--- src/shared/serial_port_pkg.sv ---
package serial_port_pkg;

  localparam int ADDR_W = 12;

  // Printed offsets are register indices; the byte address is four times the index.
  localparam logic [11:0] IDX_POWER_CONTROL  = 12'h087;
  localparam logic [11:0] IDX_SERIAL_CONTROL = 12'h098;
  localparam logic [11:0] IDX_SERIAL_DATA    = 12'h099;
  localparam logic [11:0] IDX_BAUD_DIVISOR   = 12'h09a;
  localparam logic [11:0] ADDR_POWER_CONTROL  = IDX_POWER_CONTROL << 2;
  localparam logic [11:0] ADDR_SERIAL_CONTROL = IDX_SERIAL_CONTROL << 2;
  localparam logic [11:0] ADDR_SERIAL_DATA    = IDX_SERIAL_DATA << 2;
  localparam logic [11:0] ADDR_BAUD_DIVISOR   = IDX_BAUD_DIVISOR << 2;

  // Serial control field positions.
  localparam int BIT_MODE_LOW_OR_FE = 7;
  localparam int BIT_MODE_HIGH      = 6;
  localparam int BIT_MULTIPROC      = 5;
  localparam int BIT_RX_ENABLE      = 4;
  localparam int BIT_TX_NINTH       = 3;
  localparam int BIT_RX_NINTH       = 2;
  localparam int BIT_TX_DONE        = 1;
  localparam int BIT_RX_DONE        = 0;

  // Power control field positions.
  localparam int BIT_BAUD_DOUBLER = 7;
  localparam int BIT_FE_VIEW      = 6;

  localparam logic [7:0]  POWER_CONTROL_RESET  = 8'h00;
  localparam logic [7:0]  SERIAL_CONTROL_RESET = 8'h00;
  localparam logic [15:0] BAUD_DIVISOR_RESET   = 16'h0005;

  // Fixed dividers of the core clock.
  localparam int M0_DIV_FAST = 4;
  localparam int M0_DIV_SLOW = 12;
  localparam int M2_DIV_FAST = 32;
  localparam int M2_DIV_SLOW = 64;
  localparam int OS_NORMAL   = 16;
  localparam int OS_DOUBLED  = 8;

  localparam logic [15:0] M0_HALF_FAST = 16'(M0_DIV_FAST / 2 - 1);
  localparam logic [15:0] M0_HALF_SLOW = 16'(M0_DIV_SLOW / 2 - 1);
  localparam logic [15:0] M2_TICK_LIM  = 16'(M2_DIV_SLOW / OS_NORMAL - 1);
  localparam logic [4:0]  OS_LAST_NORM = 5'(OS_NORMAL - 1);
  localparam logic [4:0]  OS_LAST_DBL  = 5'(OS_DOUBLED - 1);
  localparam logic [4:0]  OS_HALF_NORM = 5'(OS_NORMAL / 2 - 1);
  localparam logic [4:0]  OS_HALF_DBL  = 5'(OS_DOUBLED / 2 - 1);

  localparam logic [1:0] RESP_OKAY   = 2'b00;
  localparam logic [1:0] RESP_SLVERR = 2'b10;

  typedef enum logic [1:0] {
    MODE_SYNC8        = 2'b00,
    MODE_ASYNC10      = 2'b01,
    MODE_ASYNC11_FIX  = 2'b10,
    MODE_ASYNC11_VAR  = 2'b11
  } serial_mode_t;

  typedef enum logic [2:0] {
    SEL_NONE, SEL_POWER, SEL_SERIAL, SEL_DATA, SEL_DIVISOR
  } reg_sel_t;

endpackage

--- src/shared/baud_if.sv ---
`timescale 1ns/100ps
`default_nettype none
interface baud_if;
  import serial_port_pkg::*;
  serial_mode_t mode;
  logic         doubler;
  logic [15:0]  divisor;
  logic         tick;
  modport gen  (input mode, input doubler, input divisor, output tick);
  modport core (output mode, output doubler, output divisor, input tick);
endinterface
`default_nettype wire

--- src/rtl/baud_tick_gen.sv ---
`timescale 1ns/100ps
`default_nettype none
module baud_tick_gen (
  input wire logic aclk,
  input wire logic aresetn,
  baud_if.gen      bus
);
  import serial_port_pkg::*;

  logic [15:0] cnt;
  logic [15:0] limit;

  // In mode 0 the tick marks half a shift-clock period, elsewhere one oversample.
  always_comb begin
    unique case (bus.mode)
      MODE_SYNC8:       limit = bus.doubler ? M0_HALF_FAST : M0_HALF_SLOW;
      MODE_ASYNC11_FIX: limit = M2_TICK_LIM;
      MODE_ASYNC10:     limit = bus.divisor;
      MODE_ASYNC11_VAR: limit = bus.divisor;
    endcase
  end

  always_ff @(posedge aclk) begin
    if (!aresetn) begin
      cnt      <= 16'h0000;
      bus.tick <= 1'b0;
    end else if (cnt >= limit) begin
      cnt      <= 16'h0000;
      bus.tick <= 1'b1;
    end else begin
      cnt      <= cnt + 16'h0001;
      bus.tick <= 1'b0;
    end
  end

endmodule
`default_nettype wire

--- src/rtl/serial_port_control.sv ---
`timescale 1ns/100ps
`default_nettype none
module serial_port_control #(
  parameter logic [15:0] DIVISOR_RESET = serial_port_pkg::BAUD_DIVISOR_RESET
) (
  input  wire logic                               aclk,
  input  wire logic                               aresetn,
  input  wire logic [serial_port_pkg::ADDR_W-1:0] awaddr,
  input  wire logic                               awvalid,
  output var  logic                               awready,
  input  wire logic [31:0]                        wdata,
  input  wire logic [3:0]                         wstrb,
  input  wire logic                               wvalid,
  output var  logic                               wready,
  output var  logic [1:0]                         bresp,
  output var  logic                               bvalid,
  input  wire logic                               bready,
  input  wire logic [serial_port_pkg::ADDR_W-1:0] araddr,
  input  wire logic                               arvalid,
  output var  logic                               arready,
  output var  logic [31:0]                        rdata,
  output var  logic [1:0]                         rresp,
  output var  logic                               rvalid,
  input  wire logic                               rready,
  output var  logic                               txd,
  input  wire logic                               rxd_in,
  output var  logic                               rxd_out,
  output var  logic                               rxd_oe
);
  import serial_port_pkg::*;

  typedef enum logic [2:0] {
    TX_IDLE = 3'b001, TX_ASYNC = 3'b010, TX_SYNC = 3'b100
  } tx_state_t;
  typedef enum logic [3:0] {
    RX_IDLE = 4'b0001, RX_START = 4'b0010, RX_BITS = 4'b0100, RX_SYNC = 4'b1000
  } rx_state_t;

  function automatic reg_sel_t reg_sel(input logic [ADDR_W-1:0] a);
    unique case (a)
      ADDR_POWER_CONTROL:  reg_sel = SEL_POWER;
      ADDR_SERIAL_CONTROL: reg_sel = SEL_SERIAL;
      ADDR_SERIAL_DATA:    reg_sel = SEL_DATA;
      ADDR_BAUD_DIVISOR:   reg_sel = SEL_DIVISOR;
      default:             reg_sel = SEL_NONE;
    endcase
  endfunction

  logic [ADDR_W-1:0] awaddr_q;
  logic [31:0]       wdata_q;
  logic [3:0]        wstrb_q;
  logic              aw_full;
  logic              w_full;
  logic              mode_low;
  logic              mode_select_high;
  logic              multiproc_check;
  logic              rx_enable;
  logic              tx_ninth_bit;
  logic              rx_ninth_bit;
  logic              tx_done_flag;
  logic              rx_done_flag;
  logic              frame_err;
  logic              baud_doubler;
  logic              frame_err_view_select;
  logic [5:0]        power_misc;
  logic [15:0]       divisor;
  logic [7:0]        rx_data;
  tx_state_t         tx_state;
  rx_state_t         rx_state;
  logic [10:0]       tx_frame;
  logic [3:0]        tx_bit;
  logic [4:0]        tx_os;
  logic              tx_phase;
  logic              ti_set;
  logic [9:0]        rx_shift;
  logic [3:0]        rx_bit;
  logic [4:0]        rx_os;
  logic              rx_phase;
  logic              rxd_prev;
  logic              ri_set;
  logic              fe_set;
  logic              next_txd;

  baud_if baud ();
  baud_tick_gen u_tick (
    .aclk    (aclk),
    .aresetn (aresetn),
    .bus     (baud)
  );

  serial_mode_t mode;
  assign mode = serial_mode_t'({mode_low, mode_select_high});
  assign baud.mode    = mode;
  assign baud.doubler = baud_doubler;
  assign baud.divisor = divisor;

  wire       tick    = baud.tick;
  wire [4:0] os_last = baud_doubler ? OS_LAST_DBL : OS_LAST_NORM;
  wire [4:0] os_half = baud_doubler ? OS_HALF_DBL : OS_HALF_NORM;
  wire [3:0] tx_last = (mode == MODE_ASYNC10) ? 4'h9 : 4'ha;
  wire [3:0] rx_last = (mode == MODE_ASYNC10) ? 4'h8 : 4'h9;

  wire      do_write  = aw_full && w_full && !bvalid;
  reg_sel_t wsel;
  assign wsel = reg_sel(awaddr_q);
  wire sc_write = do_write && (wsel == SEL_SERIAL) && wstrb_q[0];
  wire pc_write = do_write && (wsel == SEL_POWER) && wstrb_q[0];
  wire tx_start = do_write && (wsel == SEL_DATA) && wstrb_q[0];

  always_ff @(posedge aclk) begin
    if (!aresetn) begin
      awready  <= 1'b1;
      wready   <= 1'b1;
      bvalid   <= 1'b0;
      bresp    <= RESP_OKAY;
      aw_full  <= 1'b0;
      w_full   <= 1'b0;
      awaddr_q <= '0;
      wdata_q  <= 32'h00000000;
      wstrb_q  <= 4'h0;
    end else begin
      if (awvalid && awready) begin
        aw_full  <= 1'b1;
        awaddr_q <= awaddr;
        awready  <= 1'b0;
      end
      if (wvalid && wready) begin
        w_full  <= 1'b1;
        wdata_q <= wdata;
        wstrb_q <= wstrb;
        wready  <= 1'b0;
      end
      if (do_write) begin
        bvalid  <= 1'b1;
        bresp   <= (wsel == SEL_NONE) ? RESP_SLVERR : RESP_OKAY;
        aw_full <= 1'b0;
        w_full  <= 1'b0;
      end
      if (bvalid && bready) begin
        bvalid  <= 1'b0;
        awready <= 1'b1;
        wready  <= 1'b1;
      end
    end
  end

  always_ff @(posedge aclk) begin
    if (!aresetn) begin
      arready <= 1'b1;
      rvalid  <= 1'b0;
      rdata   <= 32'h00000000;
      rresp   <= RESP_OKAY;
    end else if (arvalid && arready) begin
      arready <= 1'b0;
      rvalid  <= 1'b1;
      rresp   <= RESP_OKAY;
      unique case (reg_sel(araddr))
        SEL_POWER:   rdata <= {24'h000000, baud_doubler, frame_err_view_select, power_misc};
        SEL_SERIAL:  rdata <= {24'h000000, frame_err_view_select ? frame_err : mode_low,
                               mode_select_high, multiproc_check, rx_enable, tx_ninth_bit,
                               rx_ninth_bit, tx_done_flag, rx_done_flag};
        SEL_DATA:    rdata <= {24'h000000, rx_data};
        SEL_DIVISOR: rdata <= {16'h0000, divisor};
        SEL_NONE: begin
          rdata <= 32'h00000000;
          rresp <= RESP_SLVERR;
        end
      endcase
    end else if (rvalid && rready) begin
      rvalid  <= 1'b0;
      arready <= 1'b1;
    end
  end

  always_ff @(posedge aclk) begin
    if (!aresetn) begin
      {mode_low, mode_select_high, multiproc_check, rx_enable, tx_ninth_bit} <=
        SERIAL_CONTROL_RESET[7:3];
      {baud_doubler, frame_err_view_select, power_misc} <= POWER_CONTROL_RESET;
      divisor <= DIVISOR_RESET;
    end else begin
      if (sc_write) begin
        if (!frame_err_view_select) begin
          mode_low <= wdata_q[BIT_MODE_LOW_OR_FE];
        end
        mode_select_high <= wdata_q[BIT_MODE_HIGH];
        multiproc_check  <= wdata_q[BIT_MULTIPROC];
        rx_enable        <= wdata_q[BIT_RX_ENABLE];
        tx_ninth_bit     <= wdata_q[BIT_TX_NINTH];
      end
      if (pc_write) begin
        {baud_doubler, frame_err_view_select, power_misc} <= wdata_q[7:0];
      end
      if (do_write && (wsel == SEL_DIVISOR)) begin
        if (wstrb_q[0]) begin
          divisor[7:0] <= wdata_q[7:0];
        end
        if (wstrb_q[1]) begin
          divisor[15:8] <= wdata_q[15:8];
        end
      end
    end
  end

  // Hardware only ever sets the flags, and a set beats a same-cycle software clear.
  always_ff @(posedge aclk) begin
    if (!aresetn) begin
      tx_done_flag <= SERIAL_CONTROL_RESET[BIT_TX_DONE];
      rx_done_flag <= SERIAL_CONTROL_RESET[BIT_RX_DONE];
      frame_err    <= 1'b0;
    end else begin
      if (ti_set) begin
        tx_done_flag <= 1'b1;
      end else if (sc_write) begin
        tx_done_flag <= wdata_q[BIT_TX_DONE];
      end
      if (ri_set) begin
        rx_done_flag <= 1'b1;
      end else if (sc_write) begin
        rx_done_flag <= wdata_q[BIT_RX_DONE];
      end
      if (fe_set) begin
        frame_err <= 1'b1;
      end else if (sc_write && frame_err_view_select) begin
        frame_err <= wdata_q[BIT_MODE_LOW_OR_FE];
      end
    end
  end

  always_ff @(posedge aclk) begin
    if (!aresetn) begin
      tx_state <= TX_IDLE;
      tx_frame <= 11'h7ff;
      tx_bit   <= 4'h0;
      tx_os    <= 5'h00;
      tx_phase <= 1'b0;
      ti_set   <= 1'b0;
    end else begin
      ti_set <= 1'b0;
      unique case (tx_state)
        TX_IDLE: begin
          tx_bit   <= 4'h0;
          tx_os    <= 5'h00;
          tx_phase <= 1'b0;
          if (tx_start && mode == MODE_SYNC8 && rx_state != RX_SYNC) begin
            tx_frame <= {3'b111, wdata_q[7:0]};
            tx_state <= TX_SYNC;
          end else if (tx_start && mode != MODE_SYNC8) begin
            tx_frame <= {1'b1, (mode == MODE_ASYNC10) ? 1'b1 : tx_ninth_bit,
                         wdata_q[7:0], 1'b0};
            tx_state <= TX_ASYNC;
          end
        end
        TX_ASYNC: begin
          if (tick && tx_os == os_last) begin
            tx_os <= 5'h00;
            if (tx_bit == tx_last) begin
              tx_state <= TX_IDLE;
            end else begin
              tx_frame <= {1'b1, tx_frame[10:1]};
              tx_bit   <= tx_bit + 4'h1;
              ti_set   <= (tx_bit + 4'h1 == tx_last);
            end
          end else if (tick) begin
            tx_os <= tx_os + 5'h01;
          end
        end
        TX_SYNC: begin
          if (tick) begin
            tx_phase <= ~tx_phase;
            if (tx_phase && tx_bit == 4'h7) begin
              ti_set   <= 1'b1;
              tx_state <= TX_IDLE;
            end else if (tx_phase) begin
              tx_frame <= {1'b1, tx_frame[10:1]};
              tx_bit   <= tx_bit + 4'h1;
            end
          end
        end
      endcase
    end
  end

  wire rx_accept = !multiproc_check ||
                   ((mode == MODE_ASYNC10) ? rxd_in : rx_shift[9]);

  always_ff @(posedge aclk) begin
    if (!aresetn) begin
      rx_state     <= RX_IDLE;
      rx_shift     <= 10'h000;
      rx_bit       <= 4'h0;
      rx_os        <= 5'h00;
      rx_phase     <= 1'b0;
      rxd_prev     <= 1'b1;
      ri_set       <= 1'b0;
      fe_set       <= 1'b0;
      rx_data      <= 8'h00;
      rx_ninth_bit <= SERIAL_CONTROL_RESET[BIT_RX_NINTH];
    end else begin
      rxd_prev <= rxd_in;
      ri_set   <= 1'b0;
      fe_set   <= 1'b0;
      if (sc_write) begin
        rx_ninth_bit <= wdata_q[BIT_RX_NINTH];
      end
      unique case (rx_state)
        RX_IDLE: begin
          rx_os    <= 5'h00;
          rx_bit   <= 4'h0;
          rx_phase <= 1'b0;
          if (rx_enable && mode == MODE_SYNC8 && !rx_done_flag &&
              tx_state == TX_IDLE && !tx_start) begin
            rx_state <= RX_SYNC;
          end else if (rx_enable && mode != MODE_SYNC8 && rxd_prev && !rxd_in) begin
            rx_state <= RX_START;
          end
        end
        RX_START: begin
          if (!rx_enable) begin
            rx_state <= RX_IDLE;
          end else if (tick && rx_os == os_half) begin
            rx_os    <= 5'h00;
            rx_state <= rxd_in ? RX_IDLE : RX_BITS;
          end else if (tick) begin
            rx_os <= rx_os + 5'h01;
          end
        end
        RX_BITS: begin
          if (!rx_enable) begin
            rx_state <= RX_IDLE;
          end else if (tick && rx_os == os_last) begin
            rx_os    <= 5'h00;
            rx_shift <= {rxd_in, rx_shift[9:1]};
            rx_bit   <= rx_bit + 4'h1;
            if (rx_bit == rx_last) begin
              rx_state <= RX_IDLE;
              fe_set   <= !rxd_in;
              if (rx_accept) begin
                ri_set       <= 1'b1;
                rx_data      <= (mode == MODE_ASYNC10) ? rx_shift[9:2] : rx_shift[8:1];
                rx_ninth_bit <= (mode == MODE_ASYNC10) ? rxd_in : rx_shift[9];
              end
            end
          end else if (tick) begin
            rx_os <= rx_os + 5'h01;
          end
        end
        RX_SYNC: begin
          if (!rx_enable) begin
            rx_state <= RX_IDLE;
          end else if (tick) begin
            rx_phase <= ~rx_phase;
            if (!rx_phase) begin
              rx_shift <= {rxd_in, rx_shift[9:1]};
            end else if (rx_bit == 4'h7) begin
              ri_set   <= 1'b1;
              rx_data  <= rx_shift[9:2];
              rx_state <= RX_IDLE;
            end else begin
              rx_bit <= rx_bit + 4'h1;
            end
          end
        end
      endcase
    end
  end

  // In mode 0 the transmit line carries the shift clock and the receive line the data.
  always_comb begin
    if (tx_state == TX_SYNC) begin
      next_txd = tx_phase;
    end else if (rx_state == RX_SYNC) begin
      next_txd = rx_phase;
    end else if (tx_state == TX_ASYNC) begin
      next_txd = tx_frame[0];
    end else begin
      next_txd = 1'b1;
    end
  end

  always_ff @(posedge aclk) begin
    if (!aresetn) begin
      txd     <= 1'b1;
      rxd_out <= 1'b1;
      rxd_oe  <= 1'b0;
    end else begin
      txd     <= next_txd;
      rxd_out <= tx_frame[0];
      rxd_oe  <= (tx_state == TX_SYNC);
    end
  end
endmodule
`default_nettype wire

--- config.mk ---
export PLATFORM = sky130hd
export DESIGN_NAME = serial_port_control
export DESIGN_NICKNAME = d
export VERILOG_FILES = /design/src/shared/serial_port_pkg.sv /design/src/shared/baud_if.sv /design/src/rtl/baud_tick_gen.sv /design/src/rtl/serial_port_control.sv
export SDC_FILE = /design/constraint.sdc
export NUM_CORES = 1
export LEC_CHECK = 0
export BUFFER_PORTS_ARGS = -buffer_cell sky130_fd_sc_hd__buf_2
export CORE_ASPECT_RATIO = 0.75
export CORE_MARGIN = 2
export CORE_UTILIZATION = 51
export CTS_CLUSTER_DIAMETER = 30
export DETAILED_ROUTE_END_ITERATION = 8
export PLACE_DENSITY = 0.72
export SKIP_LAST_GASP = 1
export SYNTH_ARGS = -nofsm -noshare
export SYNTH_HDL_FRONTEND = slang
export SYNTH_SLANG_ARGS = --single-unit
--- constraint.sdc ---
create_clock -name aclk -period 3 [get_ports aclk]
set_input_delay 0.3 -clock aclk [delete_from_list [all_inputs] [get_ports aclk]]
set_output_delay 0.3 -clock aclk [all_outputs]
set_load 0.005 [all_outputs]
Yosys cells after proc, flatten, opt, wreduce, memory -nomap -nowiden
Cells that the tools add are included.
- input port bits: 68
- output and inout port bits: 44
- register bits: 186
- logic and storage cells: 308
- $add $sub $neg: 5
- eq/ne operators: 62
- reduce and logical (&&, ||, !) cells: 68
- muxes and demuxes: 121
- bitwise logic cells: 4
- magnitude comparators: 1
- operators with widths (kind ; number):
    case mux 32 bit (5 select lines) ; 1
    == test 12 x 10 -> 1 bit, second input constant ; 8
    two-way mux 4 bit ; 23
    two-way mux 11 bit ; 7
    two-way mux 8 bit ; 9
    two-way mux 10 bit ; 5
    case mux 16 bit (3 select lines) ; 1
    two-way mux 1 bit ; 39
    two-way mux 5 bit ; 7
    two-way mux 3 bit ; 11
    case mux 11 bit (3 select lines) ; 1
    inequality test 2 bit, second input constant ; 16
    logical AND 1 bit ; 29
    case mux 3 bit (4 select lines) ; 2
    case mux 4 bit (3 select lines) ; 2
    inequality test 3 bit, second input constant ; 7
    case mux 10 bit (2 select lines) ; 1
    nonzero test 2 bit ; 9
    adder 16 x 1 -> 16 bit, second input constant ; 1
    >= comparator 16 bit ; 1
    case mux 4 bit (4 select lines) ; 1
    case mux 8 bit (2 select lines) ; 1
    == test 3 x 2 -> 1 bit, second input constant ; 5
    case mux 5 bit (3 select lines) ; 1
    33 further kinds ; 73

Depth between registers and ports, before layout
Gate-level depths: netlist (run 1).
- word-level depth: 11
- mapped depth: 11
- mapped depth without buffers: 8

Cells and area by module
A second synthesis (run 1) with hierarchy kept.
- cell total of the unflattened synthesis: 946
- area total of the unflattened synthesis: 8187.9 µm²
- by module, submodules not included (module ; area an instance (µm²) ; sequential area each (µm²) ; times used ; cells each):
    serial_port_control ; 7000.5 ; 2982.9 ; 1 ; 810
    baud_tick_gen ; 1187.4 ; 340.3 ; 1 ; 136

Least setup slack after synthesis (run 1)
OpenSTA, ideal clock, no wires.
- kind: register -> register
- start: register mode_select_high
- end: register u_tick.cnt[10]
- data required time: 2.872 ns
- arrival: 2.385 ns
- stages on the path, launching flop included: 11
- path buffers: 3
- period minus slack after synthesis: 2.512 ns
- library setup time: 0.128 ns
- setup slack: 0.488 ns
- path through: dfxtp_1 -> clkbuf_1 -> buf_1 -> nand2_1 -> ha_1 -> a21o_1 -> nand3_1 -> a31o_2 -> o211ai_1 -> clkbuf_1 -> nor2_1
- cells in the longest elaborated chain, start to end: 5
- elaborated cells between the ends (all ways): 8
- those cells by class: order compare (1); eq/ne (3); mux (1); reduce/logical (3)
- ends and longest elaborated chain (element ; RTL line ; RTL):
    start, declared ; serial_port_control.sv:55 ; logic mode_select_high;
    start signal, assigned ; serial_port_control.sv:177 ; {mode_low, mode_select_high, multiproc_check, rx_enable, tx_ninth_bit} <=
    start signal, assigned ; serial_port_control.sv:186 ; mode_select_high <= wdata_q[BIT_MODE_HIGH];
    == test 2 x 1 -> 1 bit or == test 2 bit (tied branches) ; baud_tick_gen.sv:15 ; unique case (bus.mode)
    OR reduction 2 bit (no source line) ; -- ;
    case mux 16 bit (3 select lines) (*) ; baud_tick_gen.sv:15 ;
    >= comparator 16 bit (*) ; baud_tick_gen.sv:27 ; end else if (cnt >= limit) begin
    OR reduction 2 bit (no source line) (*) ; -- ;
    end signal, assigned ; baud_tick_gen.sv:31 ; cnt <= cnt + 16'h0001;
    end, declared ; baud_tick_gen.sv:10 ; logic [15:0] cnt;
Every way passes the cells marked *; elsewhere a longest branch is shown, timed or not.
A chain may end at the register's enable or synchronous reset.

Final worst setup path (run 1)
- start: register awaddr_q[10]
- end: register tx_frame[7]
- cells in the longest elaborated chain, start to end: 9
- elaborated cells between the ends (all ways): 15
- those cells by class: eq/ne (6); mux (3); reduce/logical (6)
- ends and longest elaborated chain (element ; RTL line ; RTL):
    start, declared ; serial_port_control.sv:49 ; logic [ADDR_W-1:0] awaddr_q;
    start signal, assigned ; serial_port_control.sv:124 ; awaddr_q <= awaddr;
    == test 12 x 10 -> 1 bit ; serial_port_control.sv:40 ; unique case (a)
    case mux 3 bit (4 select lines) (*) ; serial_port_control.sv:40 ;
    == test 3 x 2 -> 1 bit (*) ; serial_port_control.sv:108 ; wire tx_start = do_write && (wsel == SEL_DATA) && wstrb_q[0];
    logical AND 1 bit (*) (2 in a row) ; serial_port_control.sv:108 ;
    logical AND 1 bit (2 in a row) ; serial_port_control.sv:245 ; if (tx_start && mode == MODE_SYNC8 && rx_state != RX_SYNC) begin
    inequality test 3 bit (no source line) or two-way mux 11 bit (tied branches) ; -- ;
    AND reduction 6 bit (no source line) or case mux 11 bit (3 select lines) (tied branches) ; -- ;
    end signal, assigned ; serial_port_control.sv:246 ; tx_frame <= {3'b111, wdata_q[7:0]};
    end signal, assigned ; serial_port_control.sv:249 ; tx_frame <= {1'b1, (mode == MODE_ASYNC10) ? 1'b1 : tx_ninth_bit,
    end signal, assigned ; serial_port_control.sv:260 ; tx_frame <= {1'b1, tx_frame[10:1]};
    end, declared ; serial_port_control.sv:70 ; logic [10:0] tx_frame;
Marked as above.

==> flow_summary.yaml, run 1 <==
clock_tree:
  cts_tree: "yes"
  cts_max_path_buffers: 2
  root_buffer: "clkbuf_16"
  post-cts-setup-buffer-count: 0
  clock-sinks: 166
  cts-resized-gates: 0
  cts.reportedPaths.clkPinSlew_ps: 70
  cts_buffers: 17
  cts_hold_buf: 0
  htree_levels: 4
  worstSkewPairLatency_ps: 430
worst_setup_path:
  worstReg2RegEnd: "tx_frame[7]"
  cpMaxStageDelayCell: "or4_4"
  start_kind: "flop"
  path_buf_inv: 0
  crit_arrival_ps: 3170
  crit_fanout: 19
  critPathRequiredTime_ps: 3370
  max_stage_delay_ps: 550
  crit_type: "flop to flop"
  r2r_cells: 6
  r2r-start: "awaddr_q[10]"
  path_cells: "or4_4 -> or3_4 -> o31ai_1 -> o211ai_2 -> a211o_1 -> nand3_1"
  cp_top_family: "compound AO/OA/AOI/OAI gates"
  ff2ff_setup_slack_ps: 200
  worstSetupEndpointType: "flop"
  crit_cells: 6
synth:
  ys_types: 70
  ys_top_cells_by_area: "dfxtp_1 (41%), nand2_1 (8.8%), a21boi_0 (5.8%)"
  synth_area_leader_cell: "dfxtp_1"
  syn_inst: 957
  synth_flop_cell: "dfxtp_1"
  avgSynthCellArea_um2: 8.49
  yosys.area.top_type_share_pct: 40.9
  ys_seq_area_share_pct: 40.9
  synth-seq-cells: 166
  synth_area_um2: 8120
  async_reset_ff_share_pct: 0
  yosysWarnings: 0
  synth_edf_count: 0
power:
  peakVddDrop_uv: 327
  power_leakage_nw: 3.83
  power_density_nw_per_um2: 552
outcome:
  status: "completed"
sta:
  skew_ps: 12.2
  rsz0062_at_grt: "true"
  maxSlewViolCount: 0
  tightestPinTransition_ps: 832
  setup_viol: 0
  holdWs_ps: 67.9
  fmax_mhz: 357
  hold_violations: 0
  worst_slack_ps: 202
  min_period_ps: 2800
  slew_headroom_pct: 44.4
  fin_crit_sh_pct: 93.3
global_routing:
  grt_pass1_vias: 6091
  grt_antenna_before_repair: 0
  grt_first_pass_wirelength_um: 30900
  grt_start_max_net_pins: 55
  grt-ovfl-total: 0
  grt_usage_pct: 22.8
worst_hold_path:
  holdCritStartpoint: "wvalid"
  whs_path_depth: 2
  worst_hold_path.endpoint: "wready"
  min_path_type: "input port to flop"
cells_and_area:
  diodes: 0
  syn2layout_area_growth_pct: 13.8
  final_cell_mix: "nand2_1 (190), dfxtp_1 (166), buf_2 (74)"
  final_layout_size_suffix_gt1_share_pct: 14.1
  layout_commonest_cell: "nand2_1"
  fin_nets: 1103
  multi_input_area_um2: 4490
  seq_area_um2: 3320
  fillers: 1379
placement:
  dp_slack_ps: 260
  io_buffers: 75
  gp_congestion: 0.816
  dp_hpwl_um: 12900
flow_run:
  maxCapViolations: 0
route:
  initialDrtViolationCount: 513
  vias_per_cell: 5.50
  via_count: 6777
  drtAntennaViolNets: 0
  dr.pass1.iters: 5
  wl_um: 18800
  drc_errors: 0
  drt-wirelength-per-cell_um: 15.3
floorplanning:
  die_x_um: 150
  die-area_um2: 17000
  rows: 39
  ios: 112
  die_h_um: 113
  coreArea_um2: 15400
  initial_core_util_pct: 52.7
## worst max path at each step
stage,startpoint,end,slack (ps)
floorplan,mode_select_high,u_tick.cnt[10],490
global placement,mode_select_high,u_tick.cnt[5],250
detailed placement,awaddr_q[10],tx_frame[7],260
CTS,mode_select_high,u_tick.cnt[6],170
global route,awaddr_q[10],tx_frame[5],-20
finish,awaddr_q[10],tx_frame[7],200
## power by group
group | switching, W | total [W] | internal, W
clock network | 0.000931 | 0.00233 | 0.00140
registers | 0.0000817 | 0.00237 | 0.00229
logic | 0.000228 | 0.000398 | 0.000170
total | 0.00124 | 0.00510 | 0.00386
## cells by family after synthesis
family | count (synthesis) | share of synthesized area (%)
AND/OR/NAND/NOR | 423 | 25.5
AO/OA/AOI/OAI | 198 | 17.5
flip-flops | 166 | 40.9
buffers and inverters | 78 | 4.54
multiplexers | 43 | 5.39
XOR/XNOR | 27 | 2.91
adder cells (fa/ha/maj) | 21 | 3.23
other | 1 | 0.0462
## per-stage QoR
step                      instances  util [%]  cell area (um2)  TNS, ps  total power, W
after global placement         1199      55.8             8610        0         0.00280
after detailed placement       1199      55.8             8610        0         0.00281
after global routing           1232      60.0             9250    -93.6         0.00530
final                          1232      60.0             9250        0         0.00510
after floorplan                 974         -             8190        0         0.00270
after CTS                      1231      59.9             9240        0         0.00512
## final cells by class
type | instances | area share (%)
multi-input cells | 730 | 48.6
flip-flops and latches | 166 | 35.9
repair buffers | 92 | 5.60
clock buffers | 18 | 4.64
well taps | 205 | 2.77
clock inverters | 14 | 2.14
inverters | 7 | 0.284
## metal layers
metal  vias up  track usage (%)  routed length [um]  part of all wire, %
li1       3437                -                   -                    -
met1      3145             34.6               10000                   53
met2       177             32.2                7720                   41
met3        18             4.96                 892                  4.7
met4         0             6.35                 182                 0.97
met5         -                0                   0                    0
## sequential cells by signal, summed over array words and instances (netlist names), 6 cells and up
register      flops
baud.divisor     16
rdata            16
u_tick.cnt       16
wdata_q          16
awaddr_q         12
tx_frame         10
rx_shift          9
rx_data           8
power_misc        6
## Yosys cell counts, types with 3 or more instances
| master | n |
|---|---|
| nand3b_1 | 5 |
| or4b_2 | 3 |
| or4_1 | 3 |
| nor2b_1 | 29 |
| buf_1 | 5 |
| buf_2 | 4 |
| a211o_1 | 7 |
| nor2_1 | 62 |
| a211oi_1 | 3 |
| dfxtp_1 | 166 |
| nand3_1 | 41 |
| a22oi_1 | 9 |
| a21oi_1 | 17 |
| a31oi_1 | 5 |
| nor3b_1 | 7 |
| nand4_1 | 12 |
| xnor2_1 | 7 |
| buf_4 | 19 |
| a21o_1 | 6 |
| o211ai_1 | 4 |
| o21a_1 | 5 |
| o21ai_0 | 37 |
| o31ai_1 | 6 |
| a221oi_1 | 6 |
| mux2i_1 | 37 |
| nand2b_1 | 10 |
| clkbuf_1 | 43 |
| ha_1 | 21 |
| and2_1 | 19 |
| xor2_1 | 20 |
| and3_1 | 9 |
| o22ai_1 | 4 |
| mux2_2 | 6 |
| nor3_1 | 8 |
| nand2_1 | 190 |
| inv_1 | 7 |
| o211a_1 | 9 |
| or3_1 | 3 |
| a21boi_0 | 63 |
Note: power is estimated with default switching activity, not from simulation.
==> inputs of run 2 (changes only) <==
- CORE_UTILIZATION: 51 -> 35
- PLACE_DENSITY: 0.72 -> 0.53
==> run 2 against run 1 <==
Clock power is 6% higher. Routed wire length is 4.8% higher. Final cell count is 7.9% higher. Hold slack better by 13 ps. Combinational power hardly changed. Sequential power hardly changed. Global-route usage is 6.1 points lower. Sequential share of layout area is 0.71 points lower. Largest cell class unchanged. Largest power group is now the clock network. Highest routed layer unchanged.
==> flow_summary.yaml, run 2 (synthesis gave the netlist of run 1 again) <==
outcome:
  status: "completed"
worst_setup_path:
  crit_fanout: 19
  cpMaxStageDelayCell: "or4_4"
  path_cells: "or4_4 -> or3_4 -> o31ai_1 -> o211ai_2 -> a211o_1 -> nand3_1"
  crit_type: "flop to flop"
  crit_arrival_ps: 3130
  critPathRequiredTime_ps: 3360
  worstSetupEndpointType: "flop"
  max_stage_delay_ps: 550
  start_kind: "flop"
placement:
  dp_hpwl_um: 14200
  post_dp_cell_area_um2: 8770
  io_buffers: 75
  gp_congestion: 0.771
floorplanning:
  rows: 48
  die-area_um2: 24500
  die_h_um: 136
  die_x_um: 180
  ios: 112
  initial_core_util_pct: 35.5
  coreArea_um2: 22900
cells_and_area:
  fillers: 2312
  final_layout_size_suffix_gt1_share_pct: 14.3
  diodes: 0
  final_cell_mix: "nand2_1 (190), dfxtp_1 (166), buf_2 (74)"
  syn2layout_area_growth_pct: 16.1
  fin_nets: 1107
  finish.utilization_pct: 41.2
  layout_commonest_cell: "nand2_1"
  finalInstanceArea_um2: 9430
sta:
  hold_violations: 0
  fmax_mhz: 361
  min_period_ps: 2770
  fin_crit_sh_pct: 92.3
  setup_viol: 0
  tightestPinTransition_ps: 830
  rsz0062_at_grt: "false"
  skew_ps: 8.79
  maxSlewViolCount: 0
  slew_headroom_pct: 44.5
  setup_tns_ps: 0
power:
  power_leakage_nw: 3.87
  peakVddDrop_uv: 379
  power_density_nw_per_um2: 555
flow_run:
  maxCapViolations: 0
clock_tree:
  worstSkewPairLatency_ps: 420
  root_buffer: "clkbuf_16"
  cts_hold_buf: 0
  post-cts-setup-buffer-count: 0
  cts_buffers: 17
  cts-resized-gates: 0
  cts_max_path_buffers: 2
  clock-sinks: 166
  cts.reportedPaths.clkPinSlew_ps: 70
  htree_levels: 4
  cts_tree: "yes"
route:
  drc_errors: 0
  drtAntennaViolNets: 0
  drt-wirelength-per-cell_um: 14.8
  wl_um: 19700
  dr.pass1.iters: 5
  via_count: 6634
  vias_per_cell: 4.99
  initialDrtViolationCount: 444
global_routing:
  grt_first_pass_wirelength_um: 32800
  grt_usage_pct: 16.6
  grt_antenna_before_repair: 0
  grt_start_max_net_pins: 68
  grt-ovfl-total: 0
  grt_pass1_vias: 6155
worst_hold_path:
  min_path_type: "input port to flop"
run 2: changes by cell type in the layout (fill, tap and decap cells not counted):
cell        before  now
clkbuf_8         0    5
clkinv_2         2    0
inv_6            3    0
clkinv_4         0    1
inv_8            1    0
bufinv_16        4    5
buf_4           17   21
clkinvlp_4       4    1
run 2: worst paths after layout:
kind	from	to	slack, ps	cells after the start
worst max-delay path	awaddr_q[10]	tx_frame[2]	230	6
worst max register to register	awaddr_q[10]	tx_frame[2]	230	6
worst min register to register	ri_set	rx_done_flag	450	1
worst min-delay path	wvalid	wready	80	2
run 2: report_power, final:
group          leakage (nW)  internal, W  total (W)  switching, W
Clock                 0.322      0.00158    0.00247      0.000884
Combinational          2.20     0.000172   0.000401      0.000228
Sequential             1.35      0.00229    0.00237     0.0000806
Total                  3.87      0.00405    0.00524       0.00119
run 2: worst max-delay path: cells and delay by family (launching register included):
kind | cells | cell delay [ps]
compound gates | 3 | 1300
simple gates | 3 | 1070
flops | 1 | 330
run 2: metal layers:
layer	vias up	track usage, %	part of all wire (%)
met3	7	3.35	4.1
li1	3428	-	-
met5	-	0	0
met1	3088	26.1	56
met4	0	4.07	0.68
met2	111	22.6	39
run 2: area by class of cell:
type	instances	area (um2)	area share, %
timing repair buffer	96	548	5.81
multi-input combinational	730	4490	47.7
sequential	166	3320	35.2
inverter	7	26.3	0.279
clock inverter	7	166	1.76
tap	300	375	3.98
clock buffer	23	498	5.28
run 2: through the flow:
step | power (W) | cells | setup WS, ps | hold WS (ps)
after CTS | 0.00531 | 1329 | 233 | 61.3
after floorplan | 0.00270 | 974 | 488 | 400
after global placement | 0.00282 | 1299 | 308 | 430
after detailed placement | 0.00282 | 1299 | 271 | 423
after global routing | 0.00545 | 1329 | 34.6 | 82.6
final | 0.00524 | 1329 | 231 | 80.8
==> inputs of run 3 (changes only) <==
- PLACE_DENSITY: 0.53 -> not set
==> run 3 against run 2 <==
Die area stayed put. Via count is 1.4% higher. Flip-flop and latch count stayed put. Power is 1.2% lower. Global-route usage is 0.40 points lower. Sequential power hardly changed. First-iteration DRC count is 22% higher. Maximum frequency is 0.20% lower. Sequential share of layout area is 0.11 points higher. Count of clock-buffer cells in the layout is 5 lower. Combinational power hardly changed. Hold slack better by 5.6 ps. Critical path type unchanged. Largest power group unchanged.
==> flow_summary.yaml, run 3 (synthesis gave the netlist of run 1 again) <==
route:
  drc_errors: 0
  initialDrtViolationCount: 542
  via_count: 6726
  vias_per_cell: 5.06
  drt-wirelength-per-cell_um: 14.6
  wl_um: 19400
  dr.pass1.iters: 5
  drtAntennaViolNets: 0
global_routing:
  grt_first_pass_wirelength_um: 32200
  grt-ovfl-total: 0
  grt_usage_pct: 16.2
  grt_start_max_net_pins: 79
  grt_pass1_vias: 6177
  grt_antenna_before_repair: 0
power:
  p_sw_share_pct: 23.6
  internal_power_w: 0.00396
  seqPwrFrac_pct: 45.8
  power_leakage_nw: 3.86
  power_density_nw_per_um2: 550
  power_frac_comb_pct: 7.7
  peakVddDrop_uv: 333
  switching_power_w: 0.00122
  pwr-share-clk_pct: 46.5
worst_hold_path:
  whs_path_depth: 2
  min_path_type: "input port to flop"
  holdCritStartpoint: "wvalid"
  worst_hold_path.endpoint: "wready"
worst_setup_path:
  cpMaxStageDelayCell: "or4_4"
  worstReg2RegEnd: "tx_frame[5]"
  path_buf_inv: 0
  cp_top_family: "compound AO/OA/AOI/OAI gates"
  r2r_cells: 6
  start_kind: "flop"
  max_stage_delay_ps: 550
  worstSetupEndpointType: "flop"
  crit_fanout: 19
  ff2ff_setup_slack_ps: 230
  r2r-start: "awaddr_q[10]"
  path_cells: "or4_4 -> or3_4 -> o31ai_1 -> o211ai_2 -> a211o_1 -> nand3_1"
  crit_type: "flop to flop"
  critPathRequiredTime_ps: 3370
  crit_arrival_ps: 3140
floorplanning:
  die_x_um: 180
  coreArea_um2: 22900
  die-area_um2: 24500
  ios: 112
  rows: 48
  die_h_um: 136
  initial_core_util_pct: 35.5
cells_and_area:
  layout_commonest_cell: "nand2_1"
  syn2layout_area_growth_pct: 15.8
  finalInstanceArea_um2: 9400
  fin_nets: 1106
  finish.utilization_pct: 41.1
  diodes: 0
  final_cell_mix: "nand2_1 (190), dfxtp_1 (166), buf_2 (74)"
  final_layout_size_suffix_gt1_share_pct: 14.4
sta:
  setup_tns_ps: 0
  holdWs_ps: 86.4
  maxSlewViolCount: 0
  hold_violations: 0
  min_period_ps: 2770
  tightestPinTransition_ps: 809
  fin_crit_sh_pct: 92.5
  skew_ps: 7.72
  setup_viol: 0
  rsz0062_at_grt: "false"
  fmax_mhz: 360
  slew_headroom_pct: 45.9
clock_tree:
  cts_tree: "yes"
  cts.reportedPaths.clkPinSlew_ps: 70
  cts_max_path_buffers: 2
  root_buffer: "clkbuf_16"
  htree_levels: 4
  cts_buffers: 17
  worstSkewPairLatency_ps: 430
  clock-sinks: 166
placement:
  io_buffers: 75
  gp_congestion: 0.792
  post_dp_cell_area_um2: 8750
  dp_hpwl_um: 13900
outcome:
  status: "completed"
flow_run:
  maxCapViolations: 0
run 3: cell count changes in the layout (fill, tap and decap cells not counted), sizes merged:
cell / change
buf: -1
inv: +1
clkinv: +5
clkbuf: -5
run 3: stage by stage:
step                      worst slack (ps)  power [W]  instances
final                                  226    0.00518       1329
after global routing                  96.2    0.00539       1329
after CTS                              162    0.00524       1328
after detailed placement               168    0.00282       1297
after global placement                 232    0.00281       1297
after floorplan                        488    0.00270        974
run 3: how the worst max path moves through the flow:
| stage | from | end | cells after the start |
|---|---|---|---|
| finish | awaddr_q[10] | tx_frame[5] | 6 |
| global route | awaddr_q[10] | tx_frame[5] | 6 |
| CTS | mode_select_high | u_tick.cnt[11] | 8 |
| detailed placement | mode_select_high | u_tick.cnt[3] | 8 |
| global placement | mode_select_high | u_tick.cnt[4] | 8 |
| floorplan | mode_select_high | u_tick.cnt[10] | 10 |
run 3: routing by layer:
layer  global-route usage [%]  up-vias  part of all wire [%]  routed length [um]
li1                         -     3432                     -                   -
met1                     24.3     3138                    54               10500
met2                     23.1      144                    40                7840
met3                     3.59       12                   4.3                 831
met4                     4.29        0                  0.92                 179
met5                        0        -                     0                   0
run 3: final cells by class:
class                           count  area, um2
Clock buffer                       18        439
Clock inverter                     13        204
Fill cell                        2287      13500
Inverter                            7       26.3
Multi-Input combinational cell    730       4490
Sequential cell                   166       3320
Tap cell                          300        375
Timing Repair Buffer               95        541
run 3: power by group through the flow:
stage          Clock [W]  Combinational, W  Sequential [W]
2_1_floorplan          0          0.000315         0.00239
3_3_place_gp           0          0.000395         0.00241
3_5_place_dp           0          0.000400         0.00242
4_1_cts          0.00247          0.000401         0.00237
5_1_grt          0.00256          0.000454         0.00238
6_report         0.00241          0.000398         0.00237
run 3: timing repair:
item,in CTS,in global routing
hold buffers,0,0
buffers inserted,0,1
setup endpoints to repair,0,14
gates resized for setup,0,0
